**src/shared/gpib_status_defines.vh**
```
// Register offsets, field positions and reset values for the GPIB status block
`ifndef GPIB_STATUS_DEFINES_VH
`define GPIB_STATUS_DEFINES_VH

// Register byte offsets
`define OFS_STATUS      8'h00
`define OFS_CONTROL     8'h04
`define OFS_CONFIG      8'h08
`define OFS_ADDRESS     8'h0c
`define OFS_POLL_BYTE   8'h10
`define OFS_EOS_CHAR    8'h14
`define OFS_TIME_LIMIT  8'h18
`define OFS_DEV_STB     8'h1c

// Status word bit positions
`define ST_ERR    15
`define ST_TIMEOUT_FLAG   14
`define ST_END    13
`define ST_SRQ    12
`define ST_WANT   11
`define ST_DONE   8
`define ST_LOCK   7
`define ST_REM    6
`define ST_CIC    5
`define ST_ATN    4
`define ST_TALK   3
`define ST_LISN   2
`define ST_TRIG   1
`define ST_DCLR   0

// Control register command bits (write one to act)
`define CT_RSV    0
`define CT_LOCAL  1
`define CT_IST_S  2
`define CT_IST_C  3
`define CT_SC_REQ 4
`define CT_SC_REL 5
`define CT_START  6
`define CT_WAIT   7
`define CT_STB_RD 8
`define CT_CLR_EV 9

// Config register fields
`define CF_EOT    0
`define CF_EOS_RD 1
`define CF_EOS_WR 2
`define CF_DMA    3
`define CF_PPCFG  4
`define CF_SRQ_LV 5
`define CF_WAIT_T 6

// Serial poll bit that means a device wants service
`define STB_RQS_MASK 8'h40

// Reset values
`define RST_CONFIG   8'h01
`define RST_PAD      5'h00
`define RST_SAD      5'h00
`define RST_TLIMIT   16'hffff
`endif

```
**src/rtl/gpib_status.v**
```verilog
// GPIB condition status word and non-controller device-mode logic
//
// Decided for this implementation: the address map and the address-and-strobe port.
`include "gpib_status_defines.vh"

// How it works
// - Sixteen-bit status word, fourteen bits meaningful
// - Fixed bit positions for each status flag
// - Error set on failed op, cleared otherwise
// - Timeout set on wait or transfer overrun
// - Timeout cleared at start, wait command or clean transfer end
// - End set on END/EOS read, cleared at start
// - Shadow handshake may report end anytime
// - SRQ seen only as controller, cleared otherwise
// - Later revision mode: SRQ flag follows line
// - Wants service from hex 40, cleared on read
// - Done flag set while no transfer runs
// - Request service and load poll status byte
// - Local return clears remote unless lockout
// - Software sets or clears individual status bit
// - Local parallel poll configure or unconfigure
// - Wait detects trigger, clear, remote, lockout
// - Setting enables EOI with final written byte
// - Incoming bytes compared with EOS character
// - Outgoing bytes compared with EOS for EOI
// - Select DMA or programmed I/O transfers
// - Primary address, optional secondary address
// - Take or release system controller role
module gpib_status (
    // Clock and reset
    input  wire        clk,
    input  wire        rstn,
    // Register port
    input  wire [7:0]  addr,
    input  wire [15:0] wdata,
    input  wire        wr,
    input  wire        rd,
    output reg  [15:0] rdata,
    // Bus line levels and decoded bus events
    input  wire        srq_line,
    input  wire        atn_line,
    input  wire        ren_line,
    input  wire        cic_in,
    input  wire        talk_in,
    input  wire        listen_in,
    input  wire        shadow_hs,
    input  wire        ev_trigger,
    input  wire        ev_dev_clear,
    input  wire        ev_lockout,
    input  wire        ev_my_listen,
    input  wire        ev_go_local,
    // Transfer engine
    input  wire        xfer_busy,
    input  wire        xfer_done,
    input  wire        xfer_error,
    input  wire        xfer_timeout,
    input  wire        xfer_end_seen,
    input  wire        xfer_is_read,
    input  wire        xfer_last,
    input  wire [7:0]  rx_byte,
    input  wire        rx_valid,
    input  wire [7:0]  tx_byte,
    input  wire        tx_valid,
    // Serial poll by the controller
    input  wire        poll_taken,
    // Outputs to the bus side
    output reg         srq_req,
    output reg  [7:0]  poll_byte,
    output reg         ist_bit,
    output reg         pp_local_cfg,
    output reg         eoi_out,
    output wire        rx_stop,
    output reg         use_dma,
    output reg  [4:0]  pad,
    output reg  [4:0]  sad,
    output reg         sad_en,
    output reg         sys_ctrl,
    output reg         xfer_start,
    output wire        wait_active,
    output reg         wait_hit
);

    reg        err_q;
    reg        timeout_flag_q;
    reg        end_q;
    reg        want_q;
    reg        lock_q;
    reg        rem_q;
    reg        trig_q;
    reg        dclr_q;
    reg        busy_q;
    reg  [7:0] cfg_q;
    reg  [7:0] eos_q;
    reg [15:0] tlimit_q;
    reg [15:0] wmask_q;
    reg        wait_q;
    reg [15:0] wcnt_q;
    reg [7:0]  dev_stb_q;
    wire [15:0] status_w;
    wire        srq_seen;
    wire        ctl_wr;
    wire        start_cmd;
    wire        wait_cmd;
    wire        wait_to;

    // Register write decode
    function is_wr;
        input [7:0] a;
        input [7:0] ofs;
        begin
            is_wr = wr && (a == ofs);
        end
    endfunction

    assign ctl_wr    = is_wr(addr, `OFS_CONTROL);
    assign start_cmd = ctl_wr && wdata[`CT_START];
    assign wait_cmd  = ctl_wr && wdata[`CT_WAIT];

    // SRQ flag: strict controller gating unless later-revision mode picked
    assign srq_seen = cfg_q[`CF_SRQ_LV] ? srq_line
                    : (srq_line && cic_in && !(talk_in && !atn_line));

    // Status word assembly; bits 10:9 are unused and read zero
    assign status_w = {err_q, timeout_flag_q, end_q, srq_seen, want_q, 2'b00,
                       !busy_q, lock_q, rem_q, cic_in, atn_line,
                       talk_in, listen_in, trig_q, dclr_q};

    // Wait times out only when timeout is one of the chosen events
    assign wait_active = wait_q;
    assign wait_to     = wait_q && wmask_q[`ST_TIMEOUT_FLAG] && (wcnt_q >= tlimit_q);

    // EOS matching on receive may end the read
    assign rx_stop = rx_valid && cfg_q[`CF_EOS_RD] && (rx_byte == eos_q);

    // Transfer bookkeeping: error, timeout, end, done
    always @(posedge clk or negedge rstn) begin
        if (!rstn) begin
            err_q      <= 1'b0;
            timeout_flag_q     <= 1'b0;
            end_q      <= 1'b0;
            busy_q     <= 1'b0;
            xfer_start <= 1'b0;
        end else begin
            xfer_start <= start_cmd;
            if (start_cmd) begin
                busy_q <= 1'b1;
                end_q  <= 1'b0;
                timeout_flag_q <= 1'b0;
            end else if (xfer_done) begin
                busy_q <= 1'b0;
            end else if (xfer_busy) begin
                busy_q <= 1'b1;
            end
            if (xfer_done) begin
                err_q  <= xfer_error || xfer_timeout;
                timeout_flag_q <= xfer_timeout;
            end else if (wait_to) begin
                timeout_flag_q <= 1'b1;
            end else if (wait_cmd) begin
                timeout_flag_q <= 1'b0;
            end
            // Set wins over the start clear, so a late END is never lost
            if ((xfer_done && xfer_is_read && xfer_end_seen) ||
                (shadow_hs && xfer_end_seen)) begin
                end_q <= 1'b1;
            end
        end
    end

    // Device-mode events: trigger, clear, remote, lockout
    always @(posedge clk or negedge rstn) begin
        if (!rstn) begin
            trig_q <= 1'b0;
            dclr_q <= 1'b0;
            rem_q  <= 1'b0;
            lock_q <= 1'b0;
        end else begin
            // Software clear first, so a same-cycle event still lands
            if (ctl_wr && wdata[`CT_CLR_EV]) begin
                trig_q <= 1'b0;
                dclr_q <= 1'b0;
            end
            if (ev_trigger)
                trig_q <= 1'b1;
            if (ev_dev_clear)
                dclr_q <= 1'b1;
            if (!ren_line) begin
                rem_q  <= 1'b0;
                lock_q <= 1'b0;
            end else begin
                if (ev_lockout)
                    lock_q <= 1'b1;
                if (ev_my_listen)
                    rem_q <= 1'b1;
                else if (ev_go_local)
                    rem_q <= 1'b0;
                else if (ctl_wr && wdata[`CT_LOCAL] && !lock_q)
                    rem_q <= 1'b0;
            end
        end
    end

    // Service request and serial poll byte
    always @(posedge clk or negedge rstn) begin
        if (!rstn) begin
            srq_req   <= 1'b0;
            poll_byte <= 8'h00;
        end else begin
            if (is_wr(addr, `OFS_POLL_BYTE))
                poll_byte <= wdata[7:0];
            if (ctl_wr && wdata[`CT_RSV] && !cic_in)
                srq_req <= 1'b1;
            else if (poll_taken)
                srq_req <= 1'b0;
        end
    end

    // Polled device status byte; read-clear loses to a new set
    always @(posedge clk or negedge rstn) begin
        if (!rstn) begin
            dev_stb_q <= 8'h00;
            want_q    <= 1'b0;
        end else begin
            if (is_wr(addr, `OFS_DEV_STB)) begin
                dev_stb_q <= wdata[7:0];
                want_q    <= |(wdata[7:0] & `STB_RQS_MASK);
            end else if (ctl_wr && wdata[`CT_STB_RD]) begin
                want_q    <= 1'b0;
            end
        end
    end

    // Parallel poll, system control, configuration, addressing
    always @(posedge clk or negedge rstn) begin
        if (!rstn) begin
            ist_bit      <= 1'b0;
            sys_ctrl     <= 1'b0;
            cfg_q        <= `RST_CONFIG;
            eos_q        <= 8'h00;
            pad          <= `RST_PAD;
            sad          <= `RST_SAD;
            sad_en       <= 1'b0;
            tlimit_q     <= `RST_TLIMIT;
        end else begin
            if (ctl_wr && wdata[`CT_IST_S])
                ist_bit <= 1'b1;
            else if (ctl_wr && wdata[`CT_IST_C])
                ist_bit <= 1'b0;
            if (ctl_wr && wdata[`CT_SC_REQ])
                sys_ctrl <= 1'b1;
            else if (ctl_wr && wdata[`CT_SC_REL])
                sys_ctrl <= 1'b0;
            if (is_wr(addr, `OFS_CONFIG))
                cfg_q <= wdata[7:0];
            if (is_wr(addr, `OFS_EOS_CHAR))
                eos_q <= wdata[7:0];
            if (is_wr(addr, `OFS_ADDRESS)) begin
                pad    <= wdata[4:0];
                sad    <= wdata[12:8];
                sad_en <= wdata[15];
            end
            if (is_wr(addr, `OFS_TIME_LIMIT))
                tlimit_q <= wdata;
        end
    end

    // Config fields fan out as plain levels
    always @* begin
        use_dma      = cfg_q[`CF_DMA];
        pp_local_cfg = cfg_q[`CF_PPCFG];
    end

    // EOI on last byte or on an outgoing EOS match
    always @(posedge clk or negedge rstn) begin
        if (!rstn)
            eoi_out <= 1'b0;
        else
            eoi_out <= tx_valid && ((cfg_q[`CF_EOT] && xfer_last) ||
                       (cfg_q[`CF_EOS_WR] && (tx_byte == eos_q)));
    end

    // Event wait: mask over status word, with its own cycle counter
    always @(posedge clk or negedge rstn) begin
        if (!rstn) begin
            wait_q   <= 1'b0;
            wmask_q  <= 16'h0000;
            wcnt_q   <= 16'h0000;
            wait_hit <= 1'b0;
        end else begin
            wait_hit <= 1'b0;
            if (wait_cmd) begin
                wait_q  <= 1'b1;
                wcnt_q  <= 16'h0000;
            end else if (wait_q) begin
                wcnt_q <= wcnt_q + 16'h0001;
                if (((status_w & wmask_q) != 16'h0000) || wait_to) begin
                    wait_q   <= 1'b0;
                    wait_hit <= 1'b1;
                end
            end
            // Mask comes from a write to hex 1c, the same offset as the device status byte
            if (is_wr(addr, `OFS_TIME_LIMIT + 8'h04))
                wmask_q <= wdata;
        end
    end

    // Read data, one cycle after the strobe; unmapped reads zero
    always @(posedge clk or negedge rstn) begin
        if (!rstn) begin
            rdata <= 16'h0000;
        end else if (rd) begin
            case (addr)
                `OFS_STATUS:     rdata <= status_w;
                `OFS_CONFIG:     rdata <= {8'h00, cfg_q};
                `OFS_ADDRESS:    rdata <= {sad_en, 2'b00, sad, 3'b000, pad};
                `OFS_POLL_BYTE:  rdata <= {7'h00, srq_req, poll_byte};
                `OFS_EOS_CHAR:   rdata <= {8'h00, eos_q};
                `OFS_TIME_LIMIT: rdata <= tlimit_q;
                `OFS_DEV_STB:    rdata <= {8'h00, dev_stb_q};
                default:         rdata <= 16'h0000;
            endcase
        end else begin
            rdata <= 16'h0000;
        end
    end

endmodule // gpib_status

```
**config.mk**
```make
export PLATFORM = sky130hd
export DESIGN_NAME = gpib_status
export DESIGN_NICKNAME = d
export VERILOG_FILES = /design/src/rtl/gpib_status.v
export VERILOG_INCLUDE_DIRS = /design/src /design/src/shared
export SDC_FILE = /design/constraint.sdc
export NUM_CORES = 1
export LEC_CHECK = 0
export BUFFER_PORTS_ARGS = -buffer_cell sky130_fd_sc_hd__buf_4
export CORE_MARGIN = 10
export CORE_UTILIZATION = 55
export DETAILED_ROUTE_END_ITERATION = 10
export GPL_ROUTABILITY_DRIVEN = 0
export PLACE_DENSITY = 0.8
export SETUP_SLACK_MARGIN = 0.15
export SYNTH_ARGS = -nofsm -noshare
export SYNTH_HDL_FRONTEND = slang
export SYNTH_SLANG_ARGS = --single-unit
```
**constraint.sdc**
```tcl
create_clock -name clk -period 2.3 [get_ports clk]
set_input_delay 0.345 -clock clk [delete_from_list [all_inputs] [get_ports clk]]
set_output_delay 0.345 -clock clk [all_outputs]
set_load 0.01 [all_outputs]
```
==> results.py, run 1 <==
metrics = {
    "timing": {
        "rsz0062_at_grt": "no",
        "tns_ns": 0,
        "setup_viol": 0,
        "finClkSkew_ns": 0.00552,
        "slew_violations": 0,
        "finalWorstPathRequiredPeriod_ns": 2.14,
        "worst_pin_slew_ns": 0.572,
        "hold_viol": 0,
        "fin_crit_sh_pct": 92.8,
        "slew_headroom_pct": 61.5,
        "max_freq_ghz": 0.468,
    },
    "grt": {
        "antenna_found_initial": 0,
        "grt_pass1_vias": 4654,
        "track_usage_pct": 22.2,
        "grt_max_degree": 59,
        "overflow": 0,
        "grt_pass1_wl_mm": 25.3,
    },
    "critical_path": {
        "startpoint_type": "flop",
        "crit_type": "flop to flop",
        "path_cells": "inv_1 -> ha_1 -> a21oi_1 -> o21ai_0 -> a221oi_2 -> nand3_1 -> a41o_1",
        "arrival_ns": 2.54,
        "max_stage_delay_ns": 0.54,
        "cp-end-kind": "flop",
        "cp_top_family": "compound AO/OA/AOI/OAI gates",
        "slowest_stage": "dfstp_2",
        "cp_num_buf_inv": 1,
        "crit_fanout": 3,
        "cp.required_ns": 2.70,
    },
    "synth": {
        "synth.area.top_cells": "dfrtp_1 (44%), mux2_2 (11%), dfstp_2 (8.1%)",
        "yosysSeqAreaShare_pct": 51.7,
        "synth_top_area_cell": "dfrtp_1",
        "syn_inst": 473,
        "avgSynthCellArea_um2": 11.7,
        "synthFlopType": "dfrtp_1",
        "yosys_register_bits": 113,
        "synth_edf_count": 0,
        "synth_area_um2": 5520,
        "yosysMostFrequentCell": "dfrtp_1",
        "synth_top_area_share_pct": 43.6,
        "synth.distinct_cells": 48,
        "synth_common_cells": "dfrtp_1 (96), mux2_2 (54), inv_1 (28), nand2_1 (28), nor2_1 (25)",
        "syn_nets": 556,
        "async_flop_share_pct": 100,
        "yosysWarningCount": 0,
    },
    "layout": {
        "fillCellCount": 683,
        "syn_to_final_growth_pct": 29.4,
        "post-route-util_pct": 73.0,
        "fin_cells": 748,
        "nNetsFinal": 685,
        "diodes": 0,
        "layout-drive-gt1-share_pct": 39.5,
    },
    "drt": {
        "drt_drc_violations_left": 0,
        "drt_wl_total_mm": 16.0,
        "ant_nets": 0,
        "dr.pass1.iters": 6,
        "viasPerCell": 6.01,
        "drt-initial-drc-count": 416,
        "vias": 4492,
        "routedWlPerCell_um": 21.3,
    },
    "clock_tree": {
        "postCtsSetupRepairBufs": 0,
        "path_clk_slew_ns": 0.06,
        "h-tree-depth": 4,
        "cts_tree": "built",
        "cts_buffer_depth": 2,
        "clock_sinks": 113,
        "cts_buffers": 17,
        "cts-root-buf": "clkbuf_8",
        "worstSkewPairLatency_ns": 0.51,
    },
    "die": {
        "die_h_um": 120,
        "die-area_um2": 14400,
        "ios": 111,
        "die_width_um": 120,
        "core_um2": 9770,
        "core.rowCount": 36,
        "initial_core_util_pct": 56.4,
    },
    "placed_design": {
        "portBuffers": 110,
        "placed_cells": 715,
        "place_hpwl_mm": 11.5,
    },
    "power": {
        "power_density_nw_per_um2": 826,
        "leakage_nw": 3.31,
        "power_mw": 5.90,
        "ir_drop_mv": 0.646,
    },
    "outcome": {
        "outcome": "completed",
    },
    "hold_path": {
        "hold_class": "primary input to flop",
    },
    "job": {
        "drv_cap": 0,
    },
}
final timing paths:
path / startpoint / end / slack (ns) / cells after the start
setup / recovery: tlimit_q[11]$_DFFE_PN1P_ / wait_hit$_DFF_PN0_ / 0.16 / 7
hold / removal: poll_taken / srq_req$_DFFE_PN0P_ / 0.01 / 2
setup reg to reg: tlimit_q[11]$_DFFE_PN1P_ / wait_hit$_DFF_PN0_ / 0.16 / 7
hold reg to reg: cfg_q[7]$_DFFE_PN0P_ / cfg_q[7]$_DFFE_PN0P_ / 0.52 / 1
max in group asynchronous: rstn / cfg_q[0]$_DFFE_PN1P_ / 1.27 / 3
min in group asynchronous: rstn / pad[3]$_DFFE_PN0P_ / 0.27 / 2
logic make-up (layout without fill, tap and decap cells):
logic type / Yosys count / in the layout / share of synthesized area, %
flops: 113 / 113 / 51.7
simple gates: 112 / 112 / 10.8
compound gates: 96 / 96 / 12.3
mux: 63 / 63 / 13.2
buf+inv: 46 / 188 / 4.13
xor+xnor: 26 / 26 / 4.13
fa+ha+maj: 17 / 17 / 3.86
timing repair:
item	in CTS	in global routing
resized for setup	1	3
endpoints found under the setup margin	1	3
hold buffers	1	0
hold endpoints to repair	20	0
power breakdown:
part / internal, mW / switching (mW)
clock: 1.65 / 0.924
combinational: 0.435 / 0.473
sequential: 2.18 / 0.241
total: 4.26 / 1.64
placed cells by master, fill, tap and decap left out, types with 4 or more instances in the layout:
cell type,Yosys,final
mux2_4,6,6
nor3_1,5,4
clkbuf_16,0,16
nand2_1,28,28
a21oi_1,20,20
xor2_1,9,9
inv_1,28,28
buf_4,3,126
clkinvlp_4,0,4
ha_1,17,17
a222oi_1,9,9
nor2_1,25,25
mux2_2,54,54
and3_1,4,4
nand4_1,9,9
a22oi_1,14,14
dfrtp_1,96,96
a31oi_1,4,4
o21ai_0,18,18
a22o_1,7,7
a21o_1,5,5
xnor2_1,17,17
nand3_1,11,11
a221oi_1,7,6
or3_1,5,5
dfstp_2,17,17
and4_1,4,4
through the flow:
step           setup WS (ns)  area [um^2]  hold slack (ns)
3_3_place_gp           0.203         6530            0.267
5_1_grt               0.0634         7140          0.00802
6_report               0.165         7140           0.0127
3_5_place_dp           0.149         6530            0.271
4_1_cts                0.158         7120          0.00664
2_1_floorplan          0.226         5520           0.0494
sequential cells by signal, summed over array words and instances, names as in the netlist, 5 cells and up:
| name | count |
|---|---|
| wcnt_q | 16 |
| poll_byte | 8 |
| sad | 5 |
| cfg_q | 8 |
| wmask_q | 14 |
| eos_q | 8 |
| rdata | 16 |
| tlimit_q | 16 |
| pad | 5 |
routing by layer:
layer / share of wire, % / track usage (%) / vias to the layer above
met5: 0 / 0 / -
met4: 2.5 / 8.07 / 0
met3: 8.0 / 6.75 / 40
met2: 50 / 36.7 / 201
met1: 39 / 27.0 / 2255
li1: - / - / 1996
final cells by class:
type	count	area, um^2	area share [%]
clock buffer	19	422	5.91
clock inverter	13	161	2.26
inverter	28	105	1.47
multi-input combinational	314	2460	34.4
sequential	113	2850	39.9
tap	133	166	2.33
timing repair buffer	128	976	13.7
No activity file was read; power rests on OpenSTA's default activity.
==> run 2: changes to the inputs <==
- CORE_ASPECT_RATIO: unset -> 1.1
==> run 2 against run 1 <==
- sequential share of layout area fell by 0.20 points
- hold slack improved by 0.00077 ns
- highest routed layer unchanged
- setup slack improved by 0.065 ns
- critical path depth rose by 1
- non-clock buffer count rose by 2
- clock skew rose by 0.0012 ns
- die area barely moved
- sequential power barely moved
- register-to-register slack improved by 0.06 ns
==> results.py, run 2 (same netlist as run 1, synthesis figures left out) <==
metrics = {
    "drt": {
        "routedWlPerCell_um": 22.2,
        "dr.pass1.iters": 6,
        "ant_nets": 0,
        "vias": 4568,
        "drt_wl_total_mm": 16.4,
        "viasPerCell": 6.20,
        "drt_drc_violations_left": 0,
        "drt-initial-drc-count": 356,
    },
    "critical_path": {
        "arrival_ns": 2.47,
        "max_stage_delay_ns": 0.54,
        "path_cells": "inv_1 -> ha_1 -> nor2b_1 -> o211a_1 -> o311ai_2 -> buf_4 -> nand3_1 -> a41o_1",
        "cp_num_buf_inv": 2,
        "cp.required_ns": 2.70,
        "startpoint_type": "flop",
        "cp-end-kind": "flop",
        "crit_type": "flop to flop",
        "cp_top_family": "compound AO/OA/AOI/OAI gates",
        "crit_fanout": 3,
        "slowest_stage": "dfstp_2",
    },
    "die": {
        "core_um2": 9840,
        "initial_core_util_pct": 56.0,
        "core.rowCount": 38,
        "die-area_um2": 14400,
        "die_width_um": 115,
        "die_h_um": 125,
        "ios": 111,
    },
    "timing": {
        "rsz0062_at_grt": "yes",
        "fin_crit_sh_pct": 90.0,
        "tns_ns": 0,
        "layout_setup_ws_ns": 0.230,
        "max_freq_ghz": 0.483,
        "setup_viol": 0,
        "worst_pin_slew_ns": 0.503,
        "hold_ws_ns": 0.0135,
        "hold_viol": 0,
        "slew_headroom_pct": 66.1,
        "finalWorstPathRequiredPeriod_ns": 2.07,
        "slew_violations": 0,
        "finClkSkew_ns": 0.00668,
    },
    "clock_tree": {
        "cts-root-buf": "clkbuf_8",
        "clock_sinks": 113,
        "cts_tree": "built",
        "cts_buffers": 17,
        "cts_buffer_depth": 2,
        "h-tree-depth": 4,
        "worstSkewPairLatency_ns": 0.51,
        "path_clk_slew_ns": 0.06,
    },
    "power": {
        "power_mw": 6.04,
        "combinationalPowerShare_pct": 14.6,
        "intPower_mw": 4.45,
        "clkPwrFrac_pct": 45.2,
        "leakage_nw": 3.34,
        "ir_drop_mv": 0.475,
        "switching_share_pct": 26.2,
        "power_density_nw_per_um2": 842,
        "p_switching_mw": 1.58,
        "seq_power_share_pct": 40.1,
    },
    "outcome": {
        "outcome": "completed",
    },
    "job": {
        "drv_cap": 0,
    },
    "grt": {
        "grt_pass1_wl_mm": 25.9,
        "grt_max_degree": 46,
        "grt_pass1_vias": 4885,
        "track_usage_pct": 22.9,
        "antenna_found_initial": 0,
        "overflow": 0,
    },
    "placed_design": {
        "post-place-ws_ns": 0.174,
        "place_area_um2": 6520,
        "place_hpwl_mm": 11.9,
        "placed_cells": 703,
        "portBuffers": 110,
    },
    "layout": {
        "reg.largest.list": "rdata x16, tlimit_q x16, wcnt_q x16",
        "mostFrequentLayoutCells": "buf_4 (127), dfrtp_1 (96), mux2_2 (54)",
        "finalInstanceArea_um2": 7170,
        "nNetsFinal": 687,
        "fin_cells": 737,
        "fillCellCount": 640,
        "final_common_cell": "buf_4",
        "syn_to_final_growth_pct": 30.0,
        "layout-drive-gt1-share_pct": 39.1,
        "diodes": 0,
        "post-route-util_pct": 72.9,
    },
    "hold_path": {
        "hold_class": "primary input to flop",
    },
}
-- run 2: power by group through the flow --
stage | Combinational [mW] | Clock [mW] | Sequential (mW)
6_report | 0.884 | 2.73 | 2.42
5_1_grt | 0.998 | 2.85 | 2.44
4_1_cts | 0.868 | 2.76 | 2.41
3_5_place_dp | 0.852 | 0 | 2.44
3_3_place_gp | 0.808 | 0 | 2.43
2_1_floorplan | 0.531 | 0 | 2.36
-- run 2: layer usage --
metal / track usage, % / routed length, um / vias to the layer above
met2: 36.6 / 8080 / 252
met4: 12.8 / 658 / 0
met5: 0 / 0 / -
met1: 27.2 / 6110 / 2255
met3: 6.07 / 1520 / 67
li1: - / - / 1994
-- run 2: area by class of cell --
type                       count  area, um^2  area share (%)
tap                          120         150            2.09
clock buffer                  24         470            6.56
sequential                   113        2850            39.7
multi-input combinational    314        2450            34.2
clock inverter                 8         151            2.11
inverter                      28         105            1.47
timing repair buffer         130         993            13.9
-- run 2: timing repair --
item	CTS	global route
setup endpoints to repair	1	1
resized for setup	1	2
buffers inserted	0	0
hold endpoints to repair	24	0
hold buffers	2	0
-- run 2: worst paths after layout --
kind	start	to	slack (ns)	cells past startpoint
setup / recovery	tlimit_q[1]$_DFFE_PN1P_	wait_hit$_DFF_PN0_	0.23	8
hold / removal	poll_taken	srq_req$_DFFE_PN0P_	0.01	2
max in group asynchronous	rstn	tlimit_q[12]$_DFFE_PN1P_	1.33	3
min in group asynchronous	rstn	eos_q[1]$_DFFE_PN0P_	0.28	2
setup reg to reg	tlimit_q[1]$_DFFE_PN1P_	wait_hit$_DFF_PN0_	0.23	8
hold reg to reg	sys_ctrl$_DFFE_PN0P_	sys_ctrl$_DFFE_PN0P_	0.51	1
